## config.mk

```make
export PLATFORM = sky130hd
export DESIGN_NAME = fosg_host
export DESIGN_NICKNAME = d
export VERILOG_FILES = /design/src/design/fosg_pkg.sv /design/src/design/fosg_cycle.sv /design/src/design/fosg_host.sv
export SDC_FILE = /design/constraint.sdc
export NUM_CORES = 1
export LEC_CHECK = 0
export BUFFER_PORTS_ARGS = -buffer_cell sky130_fd_sc_hd__buf_2
export CORE_MARGIN = 2
export CORE_UTILIZATION = 45
export CTS_BUF_LIST = sky130_fd_sc_hd__clkbuf_4 sky130_fd_sc_hd__clkbuf_8
export CTS_CLUSTER_SIZE = 30
export DETAILED_ROUTE_END_ITERATION = 12
export PLACE_DENSITY = 0.62
export RECOVER_POWER = 100
export SLEW_MARGIN = 15
export SYNTH_ARGS = -nofsm -noshare
export SYNTH_HDL_FRONTEND = slang
export SYNTH_HIERARCHICAL = 1
export SYNTH_SLANG_ARGS = --single-unit
```

## constraint.sdc

```tcl
create_clock -name hclk -period 6.01 [get_ports hclk]
set_input_delay 0.3005 -clock hclk [delete_from_list [all_inputs] [get_ports hclk]]
set_output_delay 0.3005 -clock hclk [all_outputs]
set_load 0.02 [all_outputs]
```

## src/design/fosg_pkg.sv

```systemverilog
// Purpose: shared constants and types for the flash status-polling host controller
// Assumes: 20 MHz hclk, 16-bit flash data bus, 21-bit word address
// Notes:   register offsets are byte addresses on the AHB-Lite slave
package fosg_pkg;

  // pin bus widths
  localparam int ADDR_W = 21;
  localparam int DATA_W = 16;

  // timing, in ns as printed, and derived cycle counts (least times round up)
  localparam int CLK_NS    = 50;
  localparam int T_WP_NS   = 35;
  localparam int T_ACC_NS  = 70;
  localparam int WP_CYC    = (T_WP_NS + CLK_NS - 1) / CLK_NS;
  localparam int ACC_CYC   = (T_ACC_NS + CLK_NS - 1) / CLK_NS;
  localparam int SYNC_CYC  = 2;

  // register offsets
  localparam logic [7:0] OFF_CTRL  = 8'h00;
  localparam logic [7:0] OFF_ADDR  = 8'h04;
  localparam logic [7:0] OFF_WDATA = 8'h08;
  localparam logic [7:0] OFF_STAT  = 8'h0c;
  localparam logic [7:0] OFF_RDATA = 8'h10;

  // control fields
  localparam int CTRL_OP_LSB  = 0;
  localparam int CTRL_RST_BIT = 8;

  // status fields
  localparam int ST_BUSY  = 0;
  localparam int ST_OK    = 1;
  localparam int ST_FAIL  = 2;
  localparam int ST_READY = 3;
  localparam int ST_GAVE  = 4;
  localparam int ST_TLIM  = 5;
  localparam int ST_ALT2  = 6;

  // status bit positions on the flash data bus
  localparam int DQ_ALT     = 6;
  localparam int DQ_TLIM    = 5;
  localparam int DQ_SECTALT = 2;

  // reset command word and default poll budget
  localparam logic [DATA_W-1:0] CMD_RESET = 16'h00f0;
  localparam logic [15:0]       POLL_MAX  = 16'h0400;

  typedef enum logic [1:0] {
    OP_NONE  = 2'b00,
    OP_READ  = 2'b01,
    OP_WRITE = 2'b10,
    OP_POLL  = 2'b11
  } fosg_op_e;

  typedef struct packed {
    logic              ce_n;
    logic              oe_n;
    logic              we_n;
    logic [ADDR_W-1:0] addr;
    logic [DATA_W-1:0] dq_o;
    logic              dq_oe;
  } fosg_pins_s;

endpackage

```

## src/design/fosg_cycle.sv

```systemverilog
// Purpose: one asynchronous flash bus cycle (read or write) on the pins
// Assumes: dq_sync is the data bus after a two-flop synchroniser
// Notes:   chip select is released after every cycle, so address moves never
//          happen with both selects low
`timescale 1ns/1ps
module fosg_cycle (
  input  wire logic                        hclk,
  input  wire logic                        hresetn,
  input  wire logic                        start,
  input  wire logic                        wr,
  input  wire logic [fosg_pkg::ADDR_W-1:0] addr,
  input  wire logic [fosg_pkg::DATA_W-1:0] wdata,
  input  wire logic [fosg_pkg::DATA_W-1:0] dq_sync,
  output fosg_pkg::fosg_pins_s             pins,
  output logic                             done,
  output logic [fosg_pkg::DATA_W-1:0]      rdata
);

  typedef enum logic [1:0] {
    C_IDLE   = 2'b00,
    C_SETUP  = 2'b01,
    C_STROBE = 2'b10,
    C_HOLD   = 2'b11
  } fosg_cst_e;

  fosg_cst_e                   st_q, st_d;
  fosg_pkg::fosg_pins_s        pins_q, pins_d;
  logic [3:0]                  cnt_q, cnt_d;
  logic                        done_q, done_d;
  logic [fosg_pkg::DATA_W-1:0] rdata_q, rdata_d;

  // cycle sequencer: setup, strobe, release
  always_comb begin
    st_d    = st_q;
    pins_d  = pins_q;
    cnt_d   = cnt_q;
    done_d  = 1'b0;
    rdata_d = rdata_q;
    case (st_q)
      C_IDLE: begin
        if (start) begin
          pins_d.addr  = addr;
          pins_d.ce_n  = 1'b0;
          pins_d.dq_o  = wdata;
          pins_d.dq_oe = wr;
          st_d         = C_SETUP;
        end
      end
      C_SETUP: begin
        // a write strobe only falls while the output gate stays high
        if (pins_q.dq_oe) begin
          pins_d.we_n = 1'b0;
          cnt_d       = 4'(fosg_pkg::WP_CYC - 1);
        end else begin
          pins_d.oe_n = 1'b0;
          cnt_d       = 4'(fosg_pkg::ACC_CYC + fosg_pkg::SYNC_CYC - 1);
        end
        st_d = C_STROBE;
      end
      C_STROBE: begin
        if (cnt_q == 4'h0) begin
          if (!pins_q.dq_oe) begin
            rdata_d = dq_sync; // access time plus synchroniser delay elapsed
          end
          pins_d.oe_n = 1'b1;
          pins_d.we_n = 1'b1;
          pins_d.ce_n = 1'b1;
          st_d        = C_HOLD;
        end else begin
          cnt_d = cnt_q - 4'h1;
        end
      end
      C_HOLD: begin
        pins_d.dq_oe = 1'b0; // data held one cycle past the strobe
        done_d       = 1'b1;
        st_d         = C_IDLE;
      end
      default: st_d = C_IDLE;
    endcase
  end

  // idle pins: every select high so nothing reads as a write from reset on
  always_ff @(posedge hclk or negedge hresetn) begin
    if (!hresetn) begin
      st_q         <= C_IDLE;
      pins_q.ce_n  <= 1'b1;
      pins_q.oe_n  <= 1'b1;
      pins_q.we_n  <= 1'b1;
      pins_q.addr  <= '0;
      pins_q.dq_o  <= '0;
      pins_q.dq_oe <= 1'b0;
      cnt_q        <= 4'h0;
      done_q       <= 1'b0;
      rdata_q      <= '0;
    end else begin
      st_q    <= st_d;
      pins_q  <= pins_d;
      cnt_q   <= cnt_d;
      done_q  <= done_d;
      rdata_q <= rdata_d;
    end
  end

  assign pins  = pins_q;
  assign done  = done_q;
  assign rdata = rdata_q;

endmodule

```

## src/design/fosg_host.sv

```systemverilog
// Purpose: host controller that reads, writes and toggle-polls a parallel flash
// Assumes: AHB-Lite slave, zero wait states, single word transfers only
// Notes:   software writes single bus cycles; command sequences are built by software
//
// Notes on behaviour
// - host keeps a select high whenever the bank address changes between reads
// - host starts polling with two back-to-back full reads and compares toggles
// - equal toggle bits mean done; the next read returns array data
// - toggling with time-limit bit high: re-check, then issue reset command
// - a host that stops polling restarts from the first two reads
// - a write needs chip select and write strobe low with output gate high
//
// Decided for this implementation: the AHB-Lite register port and the placing of the registers.
`timescale 1ns/1ps
module fosg_host #(
  parameter logic [15:0] POLL_LIMIT = fosg_pkg::POLL_MAX
) (
  input  wire logic                        hclk,
  input  wire logic                        hresetn,
  input  wire logic                        hsel,
  input  wire logic [31:0]                 haddr,
  input  wire logic [1:0]                  htrans,
  input  wire logic                        hwrite,
  input  wire logic [2:0]                  hsize,
  input  wire logic [31:0]                 hwdata,
  input  wire logic                        hready,
  output logic                             hreadyout,
  output logic                             hresp,
  output logic [31:0]                      hrdata,
  output logic                             flash_ce_n,
  output logic                             flash_oe_n,
  output logic                             flash_we_n,
  output logic [fosg_pkg::ADDR_W-1:0]      flash_addr,
  output logic [fosg_pkg::DATA_W-1:0]      flash_dq_o,
  output logic                             flash_dq_oe,
  input  wire logic [fosg_pkg::DATA_W-1:0] flash_dq_i,
  output logic                             flash_hw_reset_n,
  input  wire logic                        ready_busy_n_in
);

  typedef enum logic [2:0] {
    M_IDLE = 3'b000,
    M_CYC  = 3'b001,
    M_RD1  = 3'b010,
    M_RD2  = 3'b011,
    M_RD3  = 3'b100,
    M_RST  = 3'b101,
    M_ARR  = 3'b110
  } fosg_mst_e;

  // pin synchronisers
  logic [fosg_pkg::DATA_W-1:0] dq_s1_q, dq_s2_q;
  logic                        rb_s1_q, rb_s2_q;

  // bus slave state
  logic                        wr_pend_q, wr_pend_d;
  logic [7:0]                  waddr_q, waddr_d;
  logic [31:0]                 hrdata_q, hrdata_d;
  logic                        rst_q, rst_d;
  logic [fosg_pkg::ADDR_W-1:0] addr_q, addr_d;
  logic [fosg_pkg::DATA_W-1:0] wdata_q, wdata_d;
  logic                        go;
  fosg_pkg::fosg_op_e          go_op;

  // sequencer state
  fosg_mst_e                   state_q, state_d;
  logic                        start_q, start_d;
  logic                        cyc_wr_q, cyc_wr_d;
  logic [fosg_pkg::ADDR_W-1:0] cyc_addr_q, cyc_addr_d;
  logic [fosg_pkg::DATA_W-1:0] cyc_wdata_q, cyc_wdata_d;
  logic [fosg_pkg::DATA_W-1:0] first_q, first_d;
  logic [15:0]                 poll_cnt_q, poll_cnt_d;
  logic [fosg_pkg::DATA_W-1:0] rdata_q, rdata_d;
  logic                        ok_q, ok_d;
  logic                        fail_q, fail_d;
  logic                        gave_q, gave_d;
  logic                        tlim_q, tlim_d;
  logic                        alt2_q, alt2_d;

  // cycle engine outputs
  fosg_pkg::fosg_pins_s        pins;
  logic                        cyc_done;
  logic [fosg_pkg::DATA_W-1:0] cyc_rdata;
  logic                        same_alt;
  logic [31:0]                 stat_word;

  // two flops on every pin input before any logic looks at it
  always_ff @(posedge hclk or negedge hresetn) begin
    if (!hresetn) begin
      dq_s1_q <= '0;
      dq_s2_q <= '0;
      rb_s1_q <= 1'b1;
      rb_s2_q <= 1'b1;
    end else begin
      dq_s1_q <= flash_dq_i;
      dq_s2_q <= dq_s1_q;
      rb_s1_q <= ready_busy_n_in;
      rb_s2_q <= rb_s1_q;
    end
  end

  fosg_cycle u_cycle (
    .hclk    (hclk),
    .hresetn (hresetn),
    .start   (start_q),
    .wr      (cyc_wr_q),
    .addr    (cyc_addr_q),
    .wdata   (cyc_wdata_q),
    .dq_sync (dq_s2_q),
    .pins    (pins),
    .done    (cyc_done),
    .rdata   (cyc_rdata)
  );

  // status word seen by software
  always_comb begin
    stat_word                     = 32'h0000_0000;
    stat_word[fosg_pkg::ST_BUSY]  = (state_q != M_IDLE);
    stat_word[fosg_pkg::ST_OK]    = ok_q;
    stat_word[fosg_pkg::ST_FAIL]  = fail_q;
    stat_word[fosg_pkg::ST_READY] = rb_s2_q;
    stat_word[fosg_pkg::ST_GAVE]  = gave_q;
    stat_word[fosg_pkg::ST_TLIM]  = tlim_q;
    stat_word[fosg_pkg::ST_ALT2]  = alt2_q;
  end

  // bus slave: read data is picked in the address phase so no wait state is needed
  always_comb begin
    wr_pend_d = 1'b0;
    waddr_d   = waddr_q;
    hrdata_d  = hrdata_q;
    rst_d     = rst_q;
    addr_d    = addr_q;
    wdata_d   = wdata_q;
    if (hsel && hready && htrans[1]) begin
      wr_pend_d = hwrite;
      waddr_d   = haddr[7:0];
      hrdata_d  = 32'h0000_0000;
      if (!hwrite && (haddr[31:8] == 24'h00_0000)) begin
        case (haddr[7:0])
          fosg_pkg::OFF_CTRL:  hrdata_d[fosg_pkg::CTRL_RST_BIT] = rst_q;
          fosg_pkg::OFF_ADDR:  hrdata_d[fosg_pkg::ADDR_W-1:0] = addr_q;
          fosg_pkg::OFF_WDATA: hrdata_d[fosg_pkg::DATA_W-1:0] = wdata_q;
          fosg_pkg::OFF_STAT:  hrdata_d = stat_word;
          fosg_pkg::OFF_RDATA: hrdata_d[fosg_pkg::DATA_W-1:0] = rdata_q;
          default:             hrdata_d = 32'h0000_0000;
        endcase
      end
    end
    if (wr_pend_q) begin
      case (waddr_q)
        fosg_pkg::OFF_CTRL:  rst_d = hwdata[fosg_pkg::CTRL_RST_BIT];
        fosg_pkg::OFF_ADDR:  addr_d = hwdata[fosg_pkg::ADDR_W-1:0];
        fosg_pkg::OFF_WDATA: wdata_d = hwdata[fosg_pkg::DATA_W-1:0];
        default:             rst_d = rst_q;
      endcase
    end
  end

  // an operation may only be started while the sequencer is idle
  assign go_op = fosg_pkg::fosg_op_e'(hwdata[fosg_pkg::CTRL_OP_LSB +: 2]);
  assign go    = wr_pend_q && (waddr_q == fosg_pkg::OFF_CTRL) && (state_q == M_IDLE)
                 && (go_op != fosg_pkg::OP_NONE);

  // compares only the read alternating bit; the sector bit is reported, not judged
  assign same_alt = (cyc_rdata[fosg_pkg::DQ_ALT] == first_q[fosg_pkg::DQ_ALT]);

  // sequencer: single cycles and the toggle-bit polling procedure
  always_comb begin
    state_d     = state_q;
    start_d     = 1'b0;
    cyc_wr_d    = cyc_wr_q;
    cyc_addr_d  = cyc_addr_q;
    cyc_wdata_d = cyc_wdata_q;
    first_d     = first_q;
    poll_cnt_d  = poll_cnt_q;
    rdata_d     = rdata_q;
    ok_d        = ok_q;
    fail_d      = fail_q;
    gave_d      = gave_q;
    tlim_d      = tlim_q;
    alt2_d      = alt2_q;
    case (state_q)
      M_IDLE: begin
        if (go) begin
          ok_d        = 1'b0;
          fail_d      = 1'b0;
          gave_d      = 1'b0;
          tlim_d      = 1'b0;
          alt2_d      = 1'b0;
          poll_cnt_d  = 16'h0000;
          start_d     = 1'b1;
          cyc_addr_d  = addr_q;
          cyc_wdata_d = wdata_q;
          cyc_wr_d    = (go_op == fosg_pkg::OP_WRITE);
          // every poll begins afresh with two reads
          state_d     = (go_op == fosg_pkg::OP_POLL) ? M_RD1 : M_CYC;
        end
      end
      M_CYC: begin
        if (cyc_done) begin
          if (!cyc_wr_q) begin
            rdata_d = cyc_rdata;
          end
          ok_d    = 1'b1;
          state_d = M_IDLE;
        end
      end
      M_RD1: begin
        if (cyc_done) begin
          first_d = cyc_rdata;
          start_d = 1'b1;
          state_d = M_RD2;
        end
      end
      M_RD2: begin
        if (cyc_done) begin
          alt2_d  = (cyc_rdata[fosg_pkg::DQ_SECTALT] != first_q[fosg_pkg::DQ_SECTALT]);
          rdata_d = cyc_rdata;
          start_d = 1'b1;
          if (same_alt) begin
            state_d = M_ARR;
          end else if (cyc_rdata[fosg_pkg::DQ_TLIM]) begin
            tlim_d  = 1'b1;
            first_d = cyc_rdata;
            state_d = M_RD3;
          end else if (poll_cnt_q == POLL_LIMIT) begin
            start_d = 1'b0;
            gave_d  = 1'b1;
            state_d = M_IDLE;
          end else begin
            poll_cnt_d = poll_cnt_q + 16'h0001;
            state_d    = M_RD1;
          end
        end
      end
      M_RD3: begin
        if (cyc_done) begin
          rdata_d = cyc_rdata;
          start_d = 1'b1;
          if (same_alt) begin
            state_d = M_ARR;
          end else begin
            // still toggling after the limit flag: return the device to array reads
            cyc_wr_d    = 1'b1;
            cyc_wdata_d = fosg_pkg::CMD_RESET;
            state_d     = M_RST;
          end
        end
      end
      M_RST: begin
        if (cyc_done) begin
          cyc_wr_d = 1'b0;
          fail_d   = 1'b1;
          state_d  = M_IDLE;
        end
      end
      M_ARR: begin
        if (cyc_done) begin
          rdata_d = cyc_rdata;
          ok_d    = 1'b1;
          state_d = M_IDLE;
        end
      end
      default: state_d = M_IDLE;
    endcase
  end

  // registers of the bus slave and the sequencer
  always_ff @(posedge hclk or negedge hresetn) begin
    if (!hresetn) begin
      wr_pend_q   <= 1'b0;
      waddr_q     <= 8'h00;
      hrdata_q    <= 32'h0000_0000;
      rst_q       <= 1'b0;
      addr_q      <= '0;
      wdata_q     <= '0;
      state_q     <= M_IDLE;
      start_q     <= 1'b0;
      cyc_wr_q    <= 1'b0;
      cyc_addr_q  <= '0;
      cyc_wdata_q <= '0;
      first_q     <= '0;
      poll_cnt_q  <= 16'h0000;
      rdata_q     <= '0;
      ok_q        <= 1'b0;
      fail_q      <= 1'b0;
      gave_q      <= 1'b0;
      tlim_q      <= 1'b0;
      alt2_q      <= 1'b0;
    end else begin
      wr_pend_q   <= wr_pend_d;
      waddr_q     <= waddr_d;
      hrdata_q    <= hrdata_d;
      rst_q       <= rst_d;
      addr_q      <= addr_d;
      wdata_q     <= wdata_d;
      state_q     <= state_d;
      start_q     <= start_d;
      cyc_wr_q    <= cyc_wr_d;
      cyc_addr_q  <= cyc_addr_d;
      cyc_wdata_q <= cyc_wdata_d;
      first_q     <= first_d;
      poll_cnt_q  <= poll_cnt_d;
      rdata_q     <= rdata_d;
      ok_q        <= ok_d;
      fail_q      <= fail_d;
      gave_q      <= gave_d;
      tlim_q      <= tlim_d;
      alt2_q      <= alt2_d;
    end
  end

  // handshake outputs and the reset pin: zero wait, always okay
  logic hreadyout_q;
  logic hw_reset_n_q;
  always_ff @(posedge hclk or negedge hresetn) begin
    if (!hresetn) begin
      hreadyout_q  <= 1'b0;
      hw_reset_n_q <= 1'b1;
    end else begin
      hreadyout_q  <= 1'b1;
      hw_reset_n_q <= ~rst_q;
    end
  end

  assign hreadyout        = hreadyout_q;
  assign hresp            = 1'b0;
  assign hrdata           = hrdata_q;
  assign flash_ce_n       = pins.ce_n;
  assign flash_oe_n       = pins.oe_n;
  assign flash_we_n       = pins.we_n;
  assign flash_addr       = pins.addr;
  assign flash_dq_o       = pins.dq_o;
  assign flash_dq_oe      = pins.dq_oe;
  assign flash_hw_reset_n = hw_reset_n_q;

endmodule

```

==> results.sh, run 1 <==
export IMPL_status="complete, but fails checks"
export IMPL_failed_checks="max-capacitance violations, max-slew violations"
export IMPL_drv_slew=181
export IMPL_cts_root_buf="clkbuf_8"
export IMPL_most_common_layout_cells="243 x dfrtp_1, 110 x nand2_1, 107 x mux2_2"
export IMPL_path_class="register to register"
export IMPL_synth_cell_type_count=66
export IMPL_cp_num_buf_inv=1
export IMPL_grt_max_degree=143
export IMPL_fmax_mhz=261
export IMPL_port_buffers=139
export IMPL_ys_ff_latch=249
export IMPL_crit_top_cell="or4b_1"
export IMPL_p_leak_nw=5.85
export IMPL_ys_seq_area_frac=0.602
export IMPL_fillerInstances=2012
export IMPL_final_common_cell="dfrtp_1"
export IMPL_cts_sinks=249
export IMPL_syn_to_final_growth_pct=18.6
export IMPL_drt_pass1_iter_count=4
export IMPL_yosys_warnings=6
export IMPL_crit_family="buffers and inverters"
export IMPL_clock_path_buffers=3
export IMPL_peakVddDrop_v=0.000202
export IMPL_drc=0
export IMPL_drtIter0Drc=417
export IMPL_syn_inst=855
export IMPL_clk_pin_slew_ns=0.06
export IMPL_syn_avg_cell_area_um2=12.1
export IMPL_crit_path_end_kind="register"
export IMPL_grt_pass1_vias=6843
export IMPL_finalPower_mw=4.24
export IMPL_clk_insertion_delay_late_ns=0.53
export IMPL_start_util=0.457
export IMPL_hold_violations=0
export IMPL_setup_viol=0
export IMPL_critPathLaunchType="register"
export IMPL_setup_tns_ns=0
export IMPL_min_path_type="input port to register"
export IMPL_multi_input_area_mm2=0.00374
export IMPL_antenna_found_initial=1
export IMPL_finalNetCount=1129
export IMPL_htree_levels=2
export IMPL_grt_setup_unrepaired="false"
export IMPL_ios=167
export IMPL_core_mm2=0.0226
export IMPL_layout_drive_gt1_share=0.251
export IMPL_gp_congestion=0.818
export IMPL_critPathMaxStageDelay_ns=1.44
export IMPL_grt_pass1_wl_um=37100
export IMPL_insertedDiodeCount=0
export IMPL_viasPerCell=5.24
export IMPL_critPathMaxFanout=38
export IMPL_tightest_slew_ns=2.34
export IMPL_drt_total_wl_um=23100
export IMPL_power_density_mw_per_mm2=345
export IMPL_finalHoldWorstSlack_ns=0.0268
export IMPL_arrival_ns=4.28
export IMPL_grt_ovfl_total=0
export IMPL_synth_area_mm2=0.0104
export IMPL_slowest_stage="clkbuf_1"
export IMPL_die_w_um=156
export IMPL_drv_cap=5
export IMPL_synth_main_ff_cell="dfrtp_1"
export IMPL_cp_cell_sequence="or4b_1 -> or4b_1 -> nor2_1 -> clkbuf_1 -> o21a_1 -> o22a_1"
export IMPL_relSlewSlack=-0.561
export IMPL_tritoncts="done"
export IMPL_period_share=0.637
export IMPL_vias=7063
export IMPL_synthArstFlopShare=1.00
export IMPL_cts_resized=0
export IMPL_fin_crit_ns=3.83
export IMPL_rows=55
export IMPL_antenna_left=0
export IMPL_dp_hpwl_um=15100
export IMPL_die_y_um=156
export IMPL_skew_ns=0.0178
export IMPL_dieArea_mm2=0.0242
export IMPL_regArea_mm2=0.00624
export IMPL_synth_edf_count=0
export IMPL_cts_buffers=42
export IMPL_crit_required_ns=6.46
export IMPL_grt_usage=0.193
export IMPL_wire_per_inst_um=17.2
## metal layers
metal | vias to the layer above | track usage | routed length (um)
li1 | 3370 | - | -
met1 | 3497 | 0.294 | 11500
met2 | 153 | 0.280 | 10000
met3 | 41 | 0.0375 | 1060
met4 | 2 | 0.0590 | 498
met5 | - | 0 | 13
## cell usage after synthesis (all sizes together), types with 2 or more instances
master | n | area [um^2]
dfrtp | 243 | 6080
mux2 | 117 | 1360
nand2 | 110 | 413
nor2 | 52 | 198
o21ai | 45 | 225
a21oi | 36 | 184
buf | 33 | 215
clkbuf | 23 | 86.3
a22o | 18 | 158
a22oi | 15 | 113
inv | 14 | 52.6
mux2i | 10 | 100
a31oi | 9 | 56.3
nand3 | 9 | 45.0
nand4 | 9 | 56.3
nor3 | 9 | 45.0
nor4 | 9 | 71.3
ha | 7 | 87.6
nor2b | 7 | 43.8
dfstp | 6 | 158
o22a | 6 | 52.6
nand2b | 5 | 31.3
and2 | 4 | 25.0
a211o | 3 | 26.3
a41oi | 3 | 26.3
and3 | 3 | 18.8
nand3b | 3 | 35.0
nor4b | 3 | 26.3
o211a | 3 | 30.0
or4 | 3 | 22.5
xnor2 | 3 | 26.3
a21o | 2 | 15.0
a2bb2oi | 2 | 23.8
conb | 2 | 7.51
nor3b | 2 | 15.0
o211ai | 2 | 15.0
o21bai | 2 | 15.0
o41ai | 2 | 17.5
or2 | 2 | 12.5
or3 | 2 | 12.5
or4b | 2 | 27.5
xor2 | 2 | 17.5
## stage by stage
stage	cells	cell area [um^2]	utilization	setup WS (ns)
floorplan	866	10400	-	3.87
global placement	1242	11200	0.496	3.33
detailed placement	1242	11200	0.496	3.28
CTS	1346	12400	0.550	3.26
global route	1347	12300	0.543	1.96
finish	1347	12300	0.543	2.18
## repair_timing
action	in CTS	in global routing
hold buffers	29	0
buffers inserted	0	0
endpoints found under the hold margin	158	0
## worst register-to-register path, stage by stage (launching register included)
cell and delay, ns:
dfrtp_1 0.37, or4b_1 0.57, or4b_1 0.64, nor2_1 0.17
clkbuf_1 1.44, o21a_1 0.41, o22a_1 0.17
## final cells by class
cell class | instances | share of cell area
flip-flops and latches | 249 | 0.508
inverters | 14 | 0.00428
well taps | 285 | 0.0290
clock inverters | 10 | 0.00682
multi-input cells | 547 | 0.304
repair buffers | 177 | 0.0799
clock buffers | 65 | 0.0677
## where the power goes
part | switching [mW] | internal (mW) | leakage, nW
clock | 0.666 | 0.927 | 0.484
combinational | 0.284 | 0.279 | 2.16
sequential | 0.187 | 1.89 | 3.21
total | 1.14 | 3.10 | 5.85
## registers in the layout, indices dropped and copies added, names as in the netlist, 4 cells and up
register,cells
addr_q,21
waddr_q,8
dq_s1_q,16
hrdata,21
rdata_q,16
dq_s2_q,16
cyc_wdata_q,16
wdata_q,16
cyc_addr_q,21
u_cycle/pins,41
u_cycle/rdata,16
poll_cnt_q,16
u_cycle/cnt_q,4
## kinds of logic after synthesis
family | count (synthesis) | share of synthesized area
and+or+nand+nor | 240 | 0.111
buffers and inverters | 70 | 0.0342
muxes | 127 | 0.141
adders and majority gates | 7 | 0.00846
DFF | 249 | 0.602
other | 2 | 0.000725
xor gates and xnor gates | 5 | 0.00423
AOI/OAI and AO/OA | 155 | 0.0982
## worst paths after layout
kind                                    end  slack, ns  startpoint  cells past startpoint
min in group asynchronous     poll_cnt_q[1]       1.03     hresetn                      2
setup reg to reg             cyc_wdata_q[5]       2.18  waddr_q[4]                      6
hold / removal                   addr_q[14]       0.03  hwdata[14]                      2
setup / recovery             cyc_wdata_q[5]       2.18  waddr_q[4]                      6
hold reg to reg                  dq_s2_q[8]       0.35  dq_s1_q[8]                      0
max in group asynchronous  u_cycle/pins[10]       3.07     hresetn                      4
(Power assumes the default switching activity.)
==> inputs of run 2 (changes only) <==
PLACE_DENSITY = 0.64   (was 0.62)
clock period = 3.16 ns   (was 6.01 ns; I/O delays follow)
==> results.sh, run 2 (synthesized netlist as in run 1, its figures left out) <==
export IMPL_status="complete, but fails checks"
export IMPL_failed_checks="max-capacitance violations, max-slew violations"
export IMPL_fin_cells=1370
export IMPL_min_path_type="input port to register"
export IMPL_tightest_slew_ns=2.40
export IMPL_period_share=0.890
export IMPL_grt_ovfl_total=0
export IMPL_grt_usage=0.195
export IMPL_fillerInstances=2014
export IMPL_crit_path_end_kind="register"
export IMPL_viasPerCell=5.22
export IMPL_htree_levels=2
export IMPL_relSlewSlack=-0.599
export IMPL_worstReg2RegEnd="cyc_wdata_q[7]"
export IMPL_clk_pin_slew_ns=0.06
export IMPL_peakVddDrop_v=0.000386
export IMPL_setup_viol=0
export IMPL_antenna_left=0
export IMPL_grt_pass1_vias=6991
export IMPL_arrival_ns=3.22
export IMPL_gp_congestion=0.856
export IMPL_grt_max_degree=99
export IMPL_path_class="register to register"
export IMPL_ios=167
export IMPL_port_buffers=139
export IMPL_critPathLaunch="waddr_q[4]"
export IMPL_rr_startpoint="waddr_q[4]"
export IMPL_fmax_mhz=356
export IMPL_cts_resized=0
export IMPL_rows=55
export IMPL_die_y_um=156
export IMPL_vias=7148
export IMPL_fin_crit_ns=2.81
export IMPL_pre_cts_slack_ns=0.452
export IMPL_drtIter0Drc=499
export IMPL_core_mm2=0.0226
export IMPL_power_density_mw_per_mm2=646
export IMPL_cts_sinks=249
export IMPL_clock_path_buffers=3
export IMPL_setup_tns_ns=0
export IMPL_finalNetCount=1155
export IMPL_dieArea_mm2=0.0242
export IMPL_antenna_found_initial=1
export IMPL_skew_ns=0.0136
export IMPL_cts_buffers=41
export IMPL_critPathMaxFanout=20
export IMPL_rr_worst_depth=5
export IMPL_grt_pass1_wl_um=37700
export IMPL_dp_cells=1254
export IMPL_final_area_mm2=0.0125
export IMPL_crit_required_ns=3.57
export IMPL_drt_pass1_iter_count=5
export IMPL_drc=0
export IMPL_p_leak_nw=5.96
export IMPL_dp_hpwl_um=15900
export IMPL_layout_drive_gt1_share=0.255
export IMPL_most_common_layout_cells="243 x dfrtp_1, 110 x nand2_1, 107 x mux2_2"
export IMPL_cp_endpoint="cyc_wdata_q[7]"
export IMPL_wire_per_inst_um=17.0
export IMPL_clk_insertion_delay_late_ns=0.53
export IMPL_placed_area_mm2=0.0113
export IMPL_hold_violations=0
export IMPL_cts_root_buf="clkbuf_8"
export IMPL_tritoncts="done"
export IMPL_critPathLaunchType="register"
export IMPL_grt_setup_unrepaired="false"
export IMPL_layout_setup_ws_ns=0.349
export IMPL_drv_cap=1
export IMPL_reg2reg_slack_ns=0.35
export IMPL_drv_slew=98
export IMPL_start_util=0.457
export IMPL_final_common_cell="dfrtp_1"
export IMPL_drt_total_wl_um=23300
export IMPL_finalPower_mw=8.07
export IMPL_die_w_um=156
export IMPL_largest_reg_flops=41
export IMPL_syn_to_final_growth_pct=20.7
==> run 2: metal layers <==
metal  track usage  wire [um]  vias up
met1         0.291      11100     3502
met4        0.0616        497        0
met2         0.291      10600      199
met3        0.0375       1180       37
met5             0          0        -
li1              -          -     3410
==> run 2: worst min path at each step <==
stage / start / endpoint / slack [ns] / cells after the start
6_report: haddr[2] / hrdata[1] / 0.12 / 3
3_5_place_dp: hresetn / dq_s1_q[5] / 0.24 / 1
3_3_place_gp: hresetn / dq_s1_q[5] / 0.24 / 1
5_1_grt: haddr[4] / waddr_q[4] / 0.13 / 2
4_1_cts: haddr[2] / hrdata[1] / 0.09 / 3
2_1_floorplan: hresetn / addr_q[0] / -0.14 / 0
==> run 2: critical path, stage by stage (launching register included) <==
cell	delay, ns
dfrtp_1	0.37
or4b_1	0.56
or4b_1	0.62
or2_1	0.59
clkbuf_2	0.34
o22a_1	0.23
==> run 2: repair_timing <==
item	4_1_cts	5_1_grt
buffers inserted	0	0
hold buffers	45	0
hold endpoints to repair	152	0
==> run 2: layout make-up <==
type,count,area [um^2],area share
Sequential cell,249,6240,0.499
Multi-Input combinational cell,547,3740,0.300
Timing Repair Buffer,204,1220,0.0973
Clock buffer,62,766,0.0613
Tap cell,285,357,0.0285
Clock inverter,8,120,0.00961
Inverter,14,52.6,0.00421
Antenna cell,1,2.50,0.000200
==> run 2: metrics by stage <==
step / hold WS [ns] / util
CTS: 0.0872 / 0.560
finish: 0.116 / 0.552
global placement: 0.241 / 0.501
floorplan: -0.138 / -
detailed placement: 0.236 / 0.501
global route: 0.130 / 0.552
==> run 2: where the power goes <==
group          switching [mW]  internal [mW]
registers               0.356           3.60
logic                   0.551          0.548
clock network            1.22           1.79
total                    2.13           5.94
